===== config.mk =====
export PLATFORM = sky130hd
export DESIGN_NAME = pfs_pwm_forced_stop
export DESIGN_NICKNAME = d
export VERILOG_FILES = /design/src/hdl/pfs_pkg.sv /design/src/hdl/pfs_sync.sv /design/src/hdl/pfs_pwm_forced_stop.sv
export SDC_FILE = /design/constraint.sdc
export NUM_CORES = 1
export LEC_CHECK = 0
export ABC_AREA = 1
export BUFFER_PORTS_ARGS = -buffer_cell sky130_fd_sc_hd__buf_2
export CAP_MARGIN = 20
export CORE_MARGIN = 2
export CORE_UTILIZATION = 60
export CTS_CLUSTER_SIZE = 40
export DETAILED_ROUTE_END_ITERATION = 7
export MAX_ROUTING_LAYER = met4
export PLACE_DENSITY = 0.83
export SYNTH_ARGS = -nofsm -noshare
export SYNTH_HDL_FRONTEND = slang
export SYNTH_SLANG_ARGS = --single-unit
export TNS_END_PERCENT = 100

===== constraint.sdc =====
create_clock -name aclk -period 11.5 [get_ports aclk]
set_input_delay 0.575 -clock aclk [delete_from_list [all_inputs] [get_ports aclk]]
set_output_delay 0.575 -clock aclk [all_outputs]
set_load 0.02 [all_outputs]

===== src/hdl/pfs_pkg.sv =====
// Shared constants, register map and carrier types of the forced-stop PWM
package pfs_pkg;

  // **************************************************************
  // Timing
  // **************************************************************
  localparam int CLK_PERIOD_NS = 20;
  localparam int PWM_PERIOD_NS = 20000;
  localparam int DUTY_PCT      = 50;
  localparam int PERIOD_CYC    = PWM_PERIOD_NS / CLK_PERIOD_NS;
  localparam int DUTY_CYC      = PERIOD_CYC * DUTY_PCT / 100;

  // **************************************************************
  // Register offsets (byte addresses)
  // **************************************************************
  localparam int          ADDR_W        = 8;
  localparam logic [7:0]  ADDR_CTRL     = 8'h00;
  localparam logic [7:0]  ADDR_PERIOD   = 8'h04;
  localparam logic [7:0]  ADDR_DUTY     = 8'h08;
  localparam logic [7:0]  ADDR_STATUS   = 8'h0c;
  localparam logic [7:0]  ADDR_INT_STAT = 8'h10;
  localparam logic [7:0]  ADDR_INT_MASK = 8'h14;
  localparam logic [7:0]  ADDR_COUNT    = 8'h18;

  // **************************************************************
  // Field positions
  // **************************************************************
  localparam int CTRL_RUN_BIT  = 0;
  localparam int CTRL_REL1_BIT = 1;
  localparam int ST_STOP1_BIT  = 0;
  localparam int ST_STOP2_BIT  = 1;
  localparam int ST_CMP_BIT    = 2;
  localparam int ST_FSTOP_BIT  = 3;
  localparam int ST_RUN_BIT    = 4;
  localparam int ST_REL1_BIT   = 5;
  localparam int ST_ARM2_BIT   = 6;
  localparam int IRQ_STOP1_BIT = 0;
  localparam int IRQ_STOP2_BIT = 1;
  localparam int IRQ_RSTRT_BIT = 2;
  localparam int IRQ_PERIOD_BIT = 3;
  localparam int IRQ_W         = 4;
  localparam int CNT_W         = 16;
  localparam int PIN_W         = 3;

  // **************************************************************
  // Values after reset
  // **************************************************************
  localparam logic [CNT_W-1:0] PERIOD_RST = CNT_W'(PERIOD_CYC);
  localparam logic [CNT_W-1:0] DUTY_RST   = CNT_W'(DUTY_CYC);
  localparam logic [IRQ_W-1:0] MASK_RST   = 4'h0;
  localparam logic [PIN_W-1:0] SYNC_RST   = 3'h0;

  // **************************************************************
  // Bus answers
  // **************************************************************
  localparam logic [1:0] RESP_OKAY   = 2'b00;
  localparam logic [1:0] RESP_SLVERR = 2'b10;

  // **************************************************************
  // Types
  // **************************************************************
  typedef enum logic [1:0] {
    S1_IDLE = 2'b00,
    S1_HELD = 2'b01,
    S1_REL  = 2'b10
  } pfs_s1_t;

  typedef enum logic [1:0] {
    S2_IDLE  = 2'b00,
    S2_HELD  = 2'b01,
    S2_ARMED = 2'b10
  } pfs_s2_t;

  typedef struct packed {
    logic              awvalid;
    logic [ADDR_W-1:0] awaddr;
    logic              wvalid;
    logic [31:0]       wdata;
    logic [3:0]        wstrb;
    logic              bready;
    logic              arvalid;
    logic [ADDR_W-1:0] araddr;
    logic              rready;
  } pfs_axi_req_t;

  typedef struct packed {
    logic        awready;
    logic        wready;
    logic        bvalid;
    logic [1:0]  bresp;
    logic        arready;
    logic        rvalid;
    logic [31:0] rdata;
    logic [1:0]  rresp;
  } pfs_axi_rsp_t;

  typedef struct packed {
    logic analog_comparator;
    logic forced_stop_irq_pin;
    logic restart_irq_pin;
  } pfs_pins_t;

  typedef struct packed {
    logic level;
    logic oe;
  } pfs_pwm_t;

endpackage


===== src/hdl/pfs_sync.sv =====
// Three-stage pin synchroniser with agreement filter
`timescale 1ns/100ps

module pfs_sync (
  // Clock and reset
  input  wire logic              aclk,
  input  wire logic              aresetn,
  // Pins from outside the clock domain
  input  wire pfs_pkg::pfs_pins_t pins_raw,
  // Filtered levels
  output      pfs_pkg::pfs_pins_t pins_stable
);

  typedef struct packed {
    logic [pfs_pkg::PIN_W-1:0] s1;
    logic [pfs_pkg::PIN_W-1:0] s2;
    logic [pfs_pkg::PIN_W-1:0] s3;
    logic [pfs_pkg::PIN_W-1:0] stable;
  } pfs_sync_state_t;

  pfs_sync_state_t           q_r;
  pfs_sync_state_t           q_nxt;
  logic [pfs_pkg::PIN_W-1:0] raw_v;
  logic [pfs_pkg::PIN_W-1:0] upd_v;

  assign raw_v = pins_raw;

  // Level moves only when stages two and three agree
  genvar gi;
  generate
    for (gi = 0; gi < pfs_pkg::PIN_W; gi = gi + 1) begin : g_bit
      assign upd_v[gi] = (q_r.s2[gi] == q_r.s3[gi]) ? q_r.s3[gi]
                                                    : q_r.stable[gi];
    end
  endgenerate

  // Shift chain; first stage feeds only the second
  always_comb begin
    q_nxt        = q_r;
    q_nxt.s1     = raw_v;
    q_nxt.s2     = q_r.s1;
    q_nxt.s3     = q_r.s2;
    q_nxt.stable = upd_v;
  end

  // State register
  always_ff @(posedge aclk) begin
    if (!aresetn) begin
      q_r <= '{pfs_pkg::SYNC_RST, pfs_pkg::SYNC_RST,
               pfs_pkg::SYNC_RST, pfs_pkg::SYNC_RST};
    end else begin
      q_r <= q_nxt;
    end
  end

  assign pins_stable = q_r.stable;

endmodule


===== src/hdl/pfs_pwm_forced_stop.sv =====
// PWM timer channel with two hardware forced-stop paths, AXI4-Lite regs
`timescale 1ns/100ps

module pfs_pwm_forced_stop (
  // Clock and reset
  input  wire logic                  aclk,
  input  wire logic                  aresetn,
  // AXI4-Lite register port
  input  wire pfs_pkg::pfs_axi_req_t axi_req,
  output      pfs_pkg::pfs_axi_rsp_t axi_rsp,
  // Comparator and interrupt pins
  input  wire pfs_pkg::pfs_pins_t    pins_raw,
  // PWM pin, level and drive enable
  output      pfs_pkg::pfs_pwm_t     pwm_out_pin,
  // Interrupt
  output      logic                  irq
);

  // **************************************************************
  // State
  // **************************************************************
  typedef struct packed {
    pfs_pkg::pfs_axi_rsp_t       rsp;
    logic                        aw_held;
    logic [pfs_pkg::ADDR_W-1:0]  awaddr;
    logic                        w_held;
    logic [31:0]                 wdata;
    logic [3:0]                  wstrb;
    logic                        run;
    logic [pfs_pkg::CNT_W-1:0]   period;
    logic [pfs_pkg::CNT_W-1:0]   duty;
    logic [pfs_pkg::IRQ_W-1:0]   int_stat;
    logic [pfs_pkg::IRQ_W-1:0]   int_mask;
    logic [pfs_pkg::CNT_W-1:0]   cnt;
    pfs_pkg::pfs_s1_t            s1;
    pfs_pkg::pfs_s2_t            s2;
    pfs_pkg::pfs_pins_t          prev;
    pfs_pkg::pfs_pwm_t           pwm;
    logic                        irq;
  } pfs_state_t;

  pfs_state_t                  q_r;
  pfs_state_t                  q_nxt;
  pfs_pkg::pfs_pins_t          pins;
  logic                        cmp_rise;
  logic                        fs_fall;
  logic                        fs_rise;
  logic                        rs_rise;
  logic [pfs_pkg::CNT_W-1:0]   period_m1;
  logic                        boundary;
  logic                        wr_go;
  logic                        wr_ok;
  logic [31:0]                 wr_word;
  logic                        rel1_wr;
  logic [pfs_pkg::IRQ_W-1:0]   w1c;
  logic [pfs_pkg::IRQ_W-1:0]   events;
  logic [31:0]                 rd_data;
  logic                        rd_ok;
  logic                        pwm_level;

  // **************************************************************
  // Pin synchronisers
  // **************************************************************
  pfs_sync u_sync (
    .aclk        (aclk),
    .aresetn     (aresetn),
    .pins_raw    (pins_raw),
    .pins_stable (pins)
  );

  // Byte-lane merge for partial writes
  function automatic logic [31:0] merge_bytes(
    input logic [31:0] old_w,
    input logic [31:0] new_w,
    input logic [3:0]  strb
  );
    logic [31:0] res;
    res = old_w;
    for (int b = 0; b < 4; b++) begin
      if (strb[b]) begin
        res[b*8 +: 8] = new_w[b*8 +: 8];
      end
    end
    return res;
  endfunction

  // **************************************************************
  // Next-state logic
  // **************************************************************
  always_comb begin
    q_nxt     = q_r;
    wr_go     = 1'b0;
    wr_ok     = 1'b0;
    wr_word   = 32'h0000_0000;
    rel1_wr   = 1'b0;
    w1c       = '0;
    rd_data   = 32'h0000_0000;
    rd_ok     = 1'b0;

    // Edges of filtered pins; comparator rise only, forced-stop pin both sides seen
    cmp_rise = pins.analog_comparator & ~q_r.prev.analog_comparator;
    fs_fall  = ~pins.forced_stop_irq_pin & q_r.prev.forced_stop_irq_pin;
    fs_rise  = pins.forced_stop_irq_pin & ~q_r.prev.forced_stop_irq_pin;
    rs_rise  = pins.restart_irq_pin & ~q_r.prev.restart_irq_pin;
    // Previous levels reset low, so a pin idling high shows one
    // rise after reset; only S1_IDLE reacts, if the comparator idles high
    q_nxt.prev = pins;

    // Period of zero behaves as one cycle, avoids wrap underflow
    period_m1 = (q_r.period == '0) ? '0 : q_r.period - 16'h0001;
    // A restart rise counts as a boundary and frees pending stops
    boundary  = q_r.run && ((q_r.cnt >= period_m1) || rs_rise);

    // ----- Write channel: address and data in either order -----
    if (q_r.rsp.bvalid && axi_req.bready) begin
      q_nxt.rsp.bvalid = 1'b0;
    end
    if (q_r.rsp.awready && axi_req.awvalid) begin
      q_nxt.aw_held = 1'b1;
      q_nxt.awaddr  = axi_req.awaddr;
    end
    if (q_r.rsp.wready && axi_req.wvalid) begin
      q_nxt.w_held = 1'b1;
      q_nxt.wdata  = axi_req.wdata;
      q_nxt.wstrb  = axi_req.wstrb;
    end
    if (q_nxt.aw_held && q_nxt.w_held && !q_r.rsp.bvalid) begin
      wr_go         = 1'b1;
      q_nxt.aw_held = 1'b0;
      q_nxt.w_held  = 1'b0;
    end

    // Register write decode
    if (wr_go) begin
      wr_ok = 1'b1;
      case (q_nxt.awaddr)
        pfs_pkg::ADDR_CTRL: begin
          wr_word   = merge_bytes({31'h0, q_r.run}, q_nxt.wdata,
                                  q_nxt.wstrb);
          q_nxt.run = wr_word[pfs_pkg::CTRL_RUN_BIT];
          // Release trigger is a write-one pulse, never stored
          rel1_wr   = q_nxt.wstrb[0] &
                      q_nxt.wdata[pfs_pkg::CTRL_REL1_BIT];
        end
        pfs_pkg::ADDR_PERIOD: begin
          wr_word      = merge_bytes({16'h0000, q_r.period}, q_nxt.wdata,
                                     q_nxt.wstrb);
          q_nxt.period = wr_word[pfs_pkg::CNT_W-1:0];
        end
        pfs_pkg::ADDR_DUTY: begin
          wr_word    = merge_bytes({16'h0000, q_r.duty}, q_nxt.wdata,
                                   q_nxt.wstrb);
          q_nxt.duty = wr_word[pfs_pkg::CNT_W-1:0];
        end
        pfs_pkg::ADDR_INT_STAT: begin
          if (q_nxt.wstrb[0]) begin
            w1c = q_nxt.wdata[pfs_pkg::IRQ_W-1:0];
          end
        end
        pfs_pkg::ADDR_INT_MASK: begin
          wr_word        = merge_bytes({28'h0, q_r.int_mask}, q_nxt.wdata,
                                       q_nxt.wstrb);
          q_nxt.int_mask = wr_word[pfs_pkg::IRQ_W-1:0];
        end
        pfs_pkg::ADDR_STATUS,
        pfs_pkg::ADDR_COUNT: begin
          wr_ok = 1'b1;
        end
        default: begin
          wr_ok = 1'b0;
        end
      endcase
      q_nxt.rsp.bvalid = 1'b1;
      q_nxt.rsp.bresp  = wr_ok ? pfs_pkg::RESP_OKAY : pfs_pkg::RESP_SLVERR;
    end
    // No new address or data while an answer is waiting
    q_nxt.rsp.awready = !q_nxt.aw_held && !q_nxt.rsp.bvalid;
    q_nxt.rsp.wready  = !q_nxt.w_held && !q_nxt.rsp.bvalid;

    // ----- Read channel -----
    if (q_r.rsp.rvalid && axi_req.rready) begin
      q_nxt.rsp.rvalid = 1'b0;
    end
    if (q_r.rsp.arready && axi_req.arvalid) begin
      rd_ok = 1'b1;
      case (axi_req.araddr)
        pfs_pkg::ADDR_CTRL: begin
          rd_data[pfs_pkg::CTRL_RUN_BIT] = q_r.run;
        end
        pfs_pkg::ADDR_PERIOD: begin
          rd_data[pfs_pkg::CNT_W-1:0] = q_r.period;
        end
        pfs_pkg::ADDR_DUTY: begin
          rd_data[pfs_pkg::CNT_W-1:0] = q_r.duty;
        end
        pfs_pkg::ADDR_STATUS: begin
          // Live view of stop states, filtered pins and run, reading has no side effect
          rd_data[pfs_pkg::ST_STOP1_BIT] = (q_r.s1 != pfs_pkg::S1_IDLE);
          rd_data[pfs_pkg::ST_STOP2_BIT] = (q_r.s2 != pfs_pkg::S2_IDLE);
          rd_data[pfs_pkg::ST_CMP_BIT]   = pins.analog_comparator;
          rd_data[pfs_pkg::ST_FSTOP_BIT] = pins.forced_stop_irq_pin;
          rd_data[pfs_pkg::ST_RUN_BIT]   = q_r.run;
          rd_data[pfs_pkg::ST_REL1_BIT]  = (q_r.s1 == pfs_pkg::S1_REL);
          rd_data[pfs_pkg::ST_ARM2_BIT]  = (q_r.s2 == pfs_pkg::S2_ARMED);
        end
        pfs_pkg::ADDR_INT_STAT: begin
          rd_data[pfs_pkg::IRQ_W-1:0] = q_r.int_stat;
        end
        pfs_pkg::ADDR_INT_MASK: begin
          rd_data[pfs_pkg::IRQ_W-1:0] = q_r.int_mask;
        end
        pfs_pkg::ADDR_COUNT: begin
          rd_data[pfs_pkg::CNT_W-1:0] = q_r.cnt;
        end
        default: begin
          rd_ok = 1'b0;
        end
      endcase
      q_nxt.rsp.rvalid = 1'b1;
      q_nxt.rsp.rdata  = rd_data;
      q_nxt.rsp.rresp  = rd_ok ? pfs_pkg::RESP_OKAY : pfs_pkg::RESP_SLVERR;
    end
    // One read in flight; next address once the answer is taken
    q_nxt.rsp.arready = !q_nxt.rsp.rvalid;

    // ----- Period counter, cleared while stopped -----
    if (!q_r.run || boundary) begin
      q_nxt.cnt = '0;
    end else begin
      q_nxt.cnt = q_r.cnt + 16'h0001;
    end

    // ----- Stop one: rise engages, armed release waits for boundary -----
    case (q_r.s1)
      pfs_pkg::S1_IDLE: begin
        if (cmp_rise) begin
          q_nxt.s1 = pfs_pkg::S1_HELD;
        end
      end
      pfs_pkg::S1_HELD: begin
        // Trigger while comparator still high is ignored
        if (rel1_wr && !pins.analog_comparator) begin
          q_nxt.s1 = pfs_pkg::S1_REL;
        end
      end
      pfs_pkg::S1_REL: begin
        // A fresh rise beats the pending release
        if (cmp_rise) begin
          q_nxt.s1 = pfs_pkg::S1_HELD;
        end else if (boundary || !q_r.run) begin
          q_nxt.s1 = pfs_pkg::S1_IDLE;
        end
      end
      default: begin
        q_nxt.s1 = pfs_pkg::S1_IDLE;
      end
    endcase

    // ----- Stop two: fall engages, rise arms self-release -----
    case (q_r.s2)
      pfs_pkg::S2_IDLE: begin
        if (fs_fall) begin
          q_nxt.s2 = pfs_pkg::S2_HELD;
        end
      end
      pfs_pkg::S2_HELD: begin
        if (fs_rise) begin
          q_nxt.s2 = pfs_pkg::S2_ARMED;
        end
      end
      pfs_pkg::S2_ARMED: begin
        if (fs_fall) begin
          q_nxt.s2 = pfs_pkg::S2_HELD;
        end else if (boundary || !q_r.run) begin
          q_nxt.s2 = pfs_pkg::S2_IDLE;
        end
      end
      default: begin
        q_nxt.s2 = pfs_pkg::S2_IDLE;
      end
    endcase

    // ----- Pin drive; float beats low when both stops are on -----
    pwm_level = q_nxt.run && (q_nxt.cnt < q_nxt.duty);
    if (q_nxt.s1 != pfs_pkg::S1_IDLE) begin
      q_nxt.pwm.level = 1'b0;
      q_nxt.pwm.oe    = 1'b0;
    end else if (q_nxt.s2 != pfs_pkg::S2_IDLE) begin
      q_nxt.pwm.level = 1'b0;
      q_nxt.pwm.oe    = 1'b1;
    end else begin
      q_nxt.pwm.level = pwm_level;
      q_nxt.pwm.oe    = 1'b1;
    end

    // ----- Sticky events, set wins over a same-cycle clear -----
    // Engage events fire on the step out of idle only
    events = '0;
    events[pfs_pkg::IRQ_STOP1_BIT]  = (q_r.s1 == pfs_pkg::S1_IDLE) &&
                                      (q_nxt.s1 != pfs_pkg::S1_IDLE);
    events[pfs_pkg::IRQ_STOP2_BIT]  = (q_r.s2 == pfs_pkg::S2_IDLE) &&
                                      (q_nxt.s2 != pfs_pkg::S2_IDLE);
    events[pfs_pkg::IRQ_RSTRT_BIT]  = q_r.run && rs_rise;
    events[pfs_pkg::IRQ_PERIOD_BIT] = boundary;
    q_nxt.int_stat = (q_r.int_stat & ~w1c) | events;
    q_nxt.irq      = |(q_nxt.int_stat & q_nxt.int_mask);
  end

  // **************************************************************
  // State register
  // **************************************************************
  // Output drives low from reset so the load never sees a glitch
  always_ff @(posedge aclk) begin
    if (!aresetn) begin
      q_r          <= '0;
      q_r.period   <= pfs_pkg::PERIOD_RST;
      q_r.duty     <= pfs_pkg::DUTY_RST;
      q_r.int_mask <= pfs_pkg::MASK_RST;
      q_r.pwm.oe   <= 1'b1;
    end else begin
      q_r <= q_nxt;
    end
  end

  // **************************************************************
  // Outputs, all straight from the state register
  // **************************************************************
  assign axi_rsp     = q_r.rsp;
  assign pwm_out_pin = q_r.pwm;
  assign irq         = q_r.irq;

endmodule


==> summary.txt, run 1 <==
Status
  – Status: finished, violations left
  – Failing checks: design-rule violations

STA
  – Max-slew headroom: between 30% and 40%
  – Final critical-path required period: ~5.4 ns
  – Actual slew at the worst max-slew pin: ~1.0 ns
  – Clock Skews: 0.01019 ns
  – Final period utilization: 46.58%
  – Max-slew violations: 0
  – Setup Viol. Count Final: 0
  – Fmax: 0.1867 GHz
  – RSZ-0062 raised after global routing: false
  – Setup TNS: 0 ns
  – Final Hold Vio Count: 0

Cells and area
  – Area of the multi-input gates: 3498 sq um
  – Ant. Diodes: 0
  – Post-route insts no fill: around 1,200
  – Seq. cell area: between 2000 and 3000 sq um
  – Fraction of layout cells with a size suffix above 1: between 10 and 15%
  – P&R area growth vs syn: 10.41%
  – Filler cell count: about 1,000
  – Nets: between 1,000 and 1,500

Power
  – Pwr/cell area: roughly 140 nW/um^2
  – Peak supply drop: ~150 uV
  – Leakage Power: 3.814 nW

Floorplan
  – Core Area: about 12,000 sq um
  – Total die area: about 13,000 sq um
  – Top Ports: 106
  – Die width: between 100 and 150 um
  – Chip Height: 112.9 um
  – FP Rows: 39
  – Initial core utilization: 61.79%

Drt
  – Post-DR vias/cell: 5.353
  – DRT Wirelength: 17,260 um
  – Drt wl/cell: between 10 and 15 um
  – Routed via count: ~6,400
  – Met2 WL: around 7600 um
  – Remaining antenna violation count: 0
  – Top layer in use: met4
  – Remaining DRCs: 6
  – First-pass detailed-route iteration total: 8
  – Wl on met1: approximately 7800 um
  – Detail Route met3 WL: around 1400 um
  – Initial DRC count: about 660

Synth
  – Yosys warning count: 0
  – Cell with the most instances after synthesis: nand2_1
  – Asr flop ratio synth: 0%
  – Synth cell count leaders: nand2_1 (192), inv_1 (163), dfxtp_1 (130), nor2_1 (108)
  – Yosys top cell area share: roughly 37%
  – Top FF cell, synth: dfxtp_1
  – Mapped Cells: between 900 and 1,000
  – Synthesized area: between 7000 and 8000 sq um
  – Post-synth EDFFs: 0
  – Seq/Total Area, Yosys: approximately 37%
  – Synth top area cells: dfxtp_1 (37%), nand2_1 (10%), inv_1 (8.6%)
  – Synth cell types: between 50 and 60
  – Syn Area/Cell: about 7.1 sq um
  – Cell taking the most area after synthesis: dfxtp_1
  – Synth Register Bits: 130

Placement
  – Hpwl dp: between 10,000 and 15,000 um
  – Gpl congestion: just under 1
  – Number of port buffers: 69
  – Dpl cells: 1,160

Worst setup path
  – Startpoint Class: register
  – CP max stage delay: ~0.48 ns
  – Worst EP required: approximately 12 ns
  – CP Max Fanout: 28
  – Setup Crit Path Kind: register to register
  – Worst EP arrival: around 5.7 ns
  – Slowest CP cell: nor3_1
  – Critical Path End Type: register

CTS
  – Sink Count: 130
  – Post-CTS Resized: 0
  – Clock buffer depth: 2
  – CTS clock-pin slew for the worst setup and hold paths: 0.06 ns
  – Post CTS Setup Buffer Count: 0
  – Root Buffer: clkbuf_16
  – Clock H-tree levels: 4
  – CTS buffer count: 17
  – Skew-Pair Late Insertion Delay: about 0.43 ns
  – TritonCTS clock tree: built
  – CTS Hold Bufs: 0

GRT
  – Overall routing resource usage: 28.68%
  – Global-route wire length before repair: ~28,000 um
  – Vias in the first global route: 5,839
  – Grt ovf: 0
  – Initial antenna violation count: 0
  – Largest net degree at the start of global routing: 95

Job
  – Max_cap viols: 0

Hold path
  – Hold WC Path Type: input port to register
[through the flow]
stage | hold WS (ns) | instance area, sq um | utilization (%) | setup slack, ns | power, mW
final | 0.3354 | 7856 | 68.22 | 6.143 | 1.101
after global routing | 0.3371 | 7856 | 68.22 | 5.740 | 1.138
after CTS | 0.3195 | 7856 | 68.22 | 6.213 | 1.107
after detailed placement | 0.3985 | 7274 | 63.17 | 6.313 | 0.5843
after global placement | 0.3930 | 7274 | 63.17 | 6.420 | 0.5817
after floorplan | 0.3905 | 7179 | - | 7.562 | 0.5663
[where the power goes]
| part | internal, mW | switching (mW) |
|---|---|---|
| combinational | 0.0309 | 0.0766 |
| sequential | 0.465 | 0.00553 |
| clock | 0.320 | 0.204 |
[layout make-up]
cell class,instances,area share (%)
repair buffers,71,4.587
inverters,169,8.075
well taps,143,2.277
clock inverters,11,1.290
flip-flops and latches,130,33.13
multi-input cells,647,44.53
clock buffers,21,6.116
[logic make-up (layout without fill, tap and decap cells)]
logic type	count (synthesis)	count (layout)	synth area share, %
simple gates	406	406	25.43
fa+ha+maj	34	34	5.979
other cells	1	18	0.05270
buf+inv	238	272	15.16
compound gates	173	173	14.75
xor+xnor	11	11	1.354
mux	5	5	0.7034
flops	130	130	36.57
[layer usage]
metal  vias up  global-route usage (%)
li1       3231                       -
met1      2840                   38.12
met2       268                   43.09
met3        42                   6.749
met4         0                   10.08
met5         -                       -
[registers in the layout, indices dropped and copies added, names as in the netlist]
name	count
q_r	92
u_sync.q_r	3
axi_rsp	23
irq	1
u_sync.pins_stable	3
pwm_out_pin	2
u_sync.q_nxt	6
[worst max-delay path, delay by kind of cell (launching register included)]
kind                       cells  cell delay [ns]
and+or+nand+nor               14             2.43
buffers and inverters          6             0.87
adders and majority gates      3             0.84
AOI/OAI and AO/OA              5             0.78
DFF                            1             0.32
[cells in the final DEF (no fill, tap or decap), drive strengths merged, types with 4 or more instances in the layout]
cell	instances
a211oi	5
a21oi	57
buf	71
clkbuf	21
clkinv	6
clkinvlp	4
conb	18
dfxtp	130
ha	34
inv	169
mux2i	5
nand2	203
nand3	30
nand4	12
nor2	117
nor3	31
nor4	8
o21ai	74
o22ai	14
xnor2	4
xor2	7
[final timing paths]
check / start / end / slack (ns) / depth (start not counted)
setup / recovery: q_r[50] / pwm_out_pin[1] / 6.14 / 28
hold / removal: pins_raw[2] / u_sync.q_nxt[8] / 0.34 / 3
setup reg to reg: q_r[50] / pwm_out_pin[1] / 6.14 / 28
hold reg to reg: u_sync.q_nxt[6] / u_sync.q_nxt[3] / 0.41 / 2
No activity file was read; power rests on OpenSTA's default activity.
==> inputs of run 2 (changes only) <==
Settings changed: CORE_UTILIZATION 60 to 58, PLACE_DENSITY 0.83 to 0.81.
Clock period 11.5 ns to 5.5 ns, I/O delays scaled along.
==> run 2 against run 1 <==
  * The run now ends clean
  * Combinational power up 110%
  * Clock skew down 0.00067 ns
  * Sequential power up 110%
  * Critical path depth unchanged
  * Register-to-register slack worse by 5.2 ns
  * Wire length down 2.3%
  * Global-route usage down 0.92 points
  * Worst setup slack worse by 5.2 ns
  * Critical endpoint unchanged
==> summary.txt, run 2 (synthesis results as in run 1) <==
GRT
  – Global-route wire length before repair: 27,830 um (-1.1%)
  – Vias in the first global route: 5,880 (+0.70%)
  – Largest net degree at the start of global routing: 59 (-38%)
  – Grt ovf: 0 (unchanged)
  – Overall routing resource usage: 27.76% (-0.92 points)
  – Initial antenna violation count: 0 (unchanged)

Power
  – Peak supply drop: 250.8 uV (+73%)
  – Clk pwr share: 48.2% (+0.6 points)
  – Leakage Power: 3.832 nW (+0.47%)
  – Logic pwr share: 9.5% (-0.3 points)
  – Pwr/cell area: 295.0 nW/um^2 (+110%)
  – Sequential Power Share: 42.3% (-0.4 points)
  – Internal power: 1.727 mW (+110%)
  – Switching Fraction: 25.67% (-0.29 points)
  – Psw: 0.5963 mW (+110%)
  – Power, Total: 2.323 mW (+110%)

CTS
  – Root Buffer: clkbuf_16
  – Post-CTS Resized: 0 (unchanged)
  – CTS clock-pin slew for the worst setup and hold paths: 0.06 ns (about the same)
  – Post CTS Setup Buffer Count: 0 (unchanged)
  – Clock buffer depth: 2 (unchanged)
  – Skew-Pair Late Insertion Delay: 0.42 ns (about the same)
  – Clock H-tree levels: 4 (unchanged)
  – TritonCTS clock tree: built
  – CTS Hold Bufs: 0 (unchanged)
  – Sink Count: 130 (unchanged)
  – CTS buffer count: 17 (unchanged)

Drt
  – Drt wl/cell: 14.10 um (-2.7%)
  – Remaining antenna violation count: 0 (unchanged)
  – Routed via count: 6,252 (-2.0%)
  – Remaining DRCs: 0 (-6)
  – First-pass detailed-route iteration total: 8 (unchanged)
  – Initial DRC count: 503 (-24%)
  – DRT Wirelength: 16,870 um (-2.3%)
  – Post-DR vias/cell: 5.223 (-2.4%)

Worst setup path
  – Slowest CP cell: dfxtp_1
  – Buffers & Inverters on Critical Path: 6 (unchanged)
  – Worst EP arrival: 4.88 ns (-0.83 ns)
  – CP top delay family: simple AND/OR/NAND/NOR gates
  – FF-to-FF setup slack: 0.97 ns (-5.17 ns)
  – Worst EP required: 5.86 ns (-5.99 ns)
  – FF-to-FF Start: q_r[50]
  – WP depth: 28 (unchanged)
  – Setup Crit Path Kind: register to register
  – Critical Path End: pwm_out_pin[1]
  – Worst r2r path cells: 28 (unchanged)
  – Reg2Reg Capture Point: pwm_out_pin[1]
  – CP max stage delay: 0.32 ns (-0.16 ns)
  – Crit path from: q_r[50]
  – CP Max Fanout: 11 (-61%)
  – Startpoint Class: register
  – Critical Path End Type: register

Cells and area
  – Top reg by flops: q_r
  – Nets: 1,133 (+0.088%)
  – Commonest non-fill, non-tap cells in the layout: nand2_1 (192), inv_1 (162), dfxtp_1 (130)
  – Post-route insts no fill: 1,197 (+0.42%)
  – Fraction of layout cells with a size suffix above 1: 14.67% (about the same)
  – Max FFs per register: 92 (unchanged)
  – Most common cell after layout, fill and taps aside: nand2_1
  – Area of the multi-input gates: 3498 sq um (unchanged)
  – Ant. Diodes: 0 (unchanged)
  – Seq. cell area: 2603 sq um (unchanged)
  – P&R area growth vs syn: 10.67%
  – Filler cell count: 1,059 (+6.8%)

STA
  – Max-slew headroom: 29.62% (-1.9 points)
  – Clock Skews: 0.009527 ns (-0.0006665 ns)
  – Setup Viol. Count Final: 0 (unchanged)
  – RSZ-0062 raised after global routing: false
  – Max-slew violations: 0 (unchanged)
  – Fmax: 0.2209 GHz (+18%)
  – Final worst slack: 0.9740 ns (-5.169 ns)
  – Final period utilization: 82.29% (+36 points)
  – Fin Hold WS: 0.03280 ns (-0.3026 ns)
  – Actual slew at the worst max-slew pin: 1.054 ns (+0.02681 ns)
  – Setup TNS: 0 ns (unchanged)
  – Final critical-path required period: 4.526 ns (-0.8313 ns)
  – Final Hold Vio Count: 0 (unchanged)

Floorplan
  – Initial core utilization: 59.24% (-2.5 points)
  – Die width: 114.8 um (+1.6%)
  – FP Rows: 40 (+2.6%)
  – Core Area: 12,010 sq um (+4.3%)
  – Total die area: 13,170 sq um (+3.3%)
  – Top Ports: 106 (unchanged)
  – Chip Height: 114.8 um (+1.6%)

Placement
  – Hpwl dp: 12,470 um (+0.93%)
  – Dpl cells: 1,165 (+0.43%)
  – Number of port buffers: 69 (unchanged)
  – Gpl congestion: 0.9725 (+0.37%)
  – Pre-CTS setup slack: 1.105 ns (-5.208 ns)

Job
  – Max_cap viols: 0 (unchanged)

Status
  – Status: finished, final reports clean

Hold path
  – Hold WC Path Type: input port to register
[run 2: area by class of cell]
type                    count  area share [%]
multi-input cells         647           44.42
flip-flops and latches    130           33.05
inverters                 169           8.055
clock buffers              20           5.799
repair buffers             72           4.671
well taps                 147           2.336
clock inverters            12           1.668
[run 2: power by group through the flow]
| stage | Combinational, mW | Clock [mW] | Sequential [mW] |
|---|---|---|---|
| after floorplan | 0.184 | 0 | 1.00 |
| after global placement | 0.215 | 0 | 1.00 |
| after detailed placement | 0.219 | 0 | 1.00 |
| after CTS | 0.222 | 1.13 | 0.982 |
| after global routing | 0.248 | 1.17 | 0.985 |
| final | 0.221 | 1.12 | 0.983 |
[run 2: how the worst min path moves through the flow]
stage                     cells past startpoint            start               to
after floorplan                               2      pins_raw[0]  u_sync.q_nxt[6]
after global placement                        2  u_sync.q_nxt[6]  u_sync.q_nxt[3]
after detailed placement                      2  u_sync.q_nxt[6]  u_sync.q_nxt[3]
after CTS                                     3      pins_raw[2]  u_sync.q_nxt[8]
after global routing                          3      pins_raw[2]  u_sync.q_nxt[8]
final                                         3      pins_raw[2]  u_sync.q_nxt[8]
[run 2: routing by layer]
metal,track usage (%),routed length (um),vias up
met5,-,0,-
met4,10.76,391,0
met3,5.430,1312,34
met2,40.99,7153,223
met1,37.73,8014,2771
li1,-,-,3224
[run 2: through the flow]
| step | util (%) | area (sq um) |
|---|---|---|
| 2_1_floorplan | - | 7179 |
| 3_3_place_gp | 60.67 | 7287 |
| 3_5_place_dp | 60.67 | 7287 |
| 4_1_cts | 65.56 | 7875 |
| 5_1_grt | 65.56 | 7875 |
| 6_report | 65.56 | 7875 |
[run 2: worst register-to-register path, delay by kind of cell (launching register included)]
family / cells / cell delay, ns
compound gates: 5 / 0.83
buf+inv: 6 / 0.58
fa+ha+maj: 3 / 0.78
flops: 1 / 0.32
simple gates: 14 / 1.91
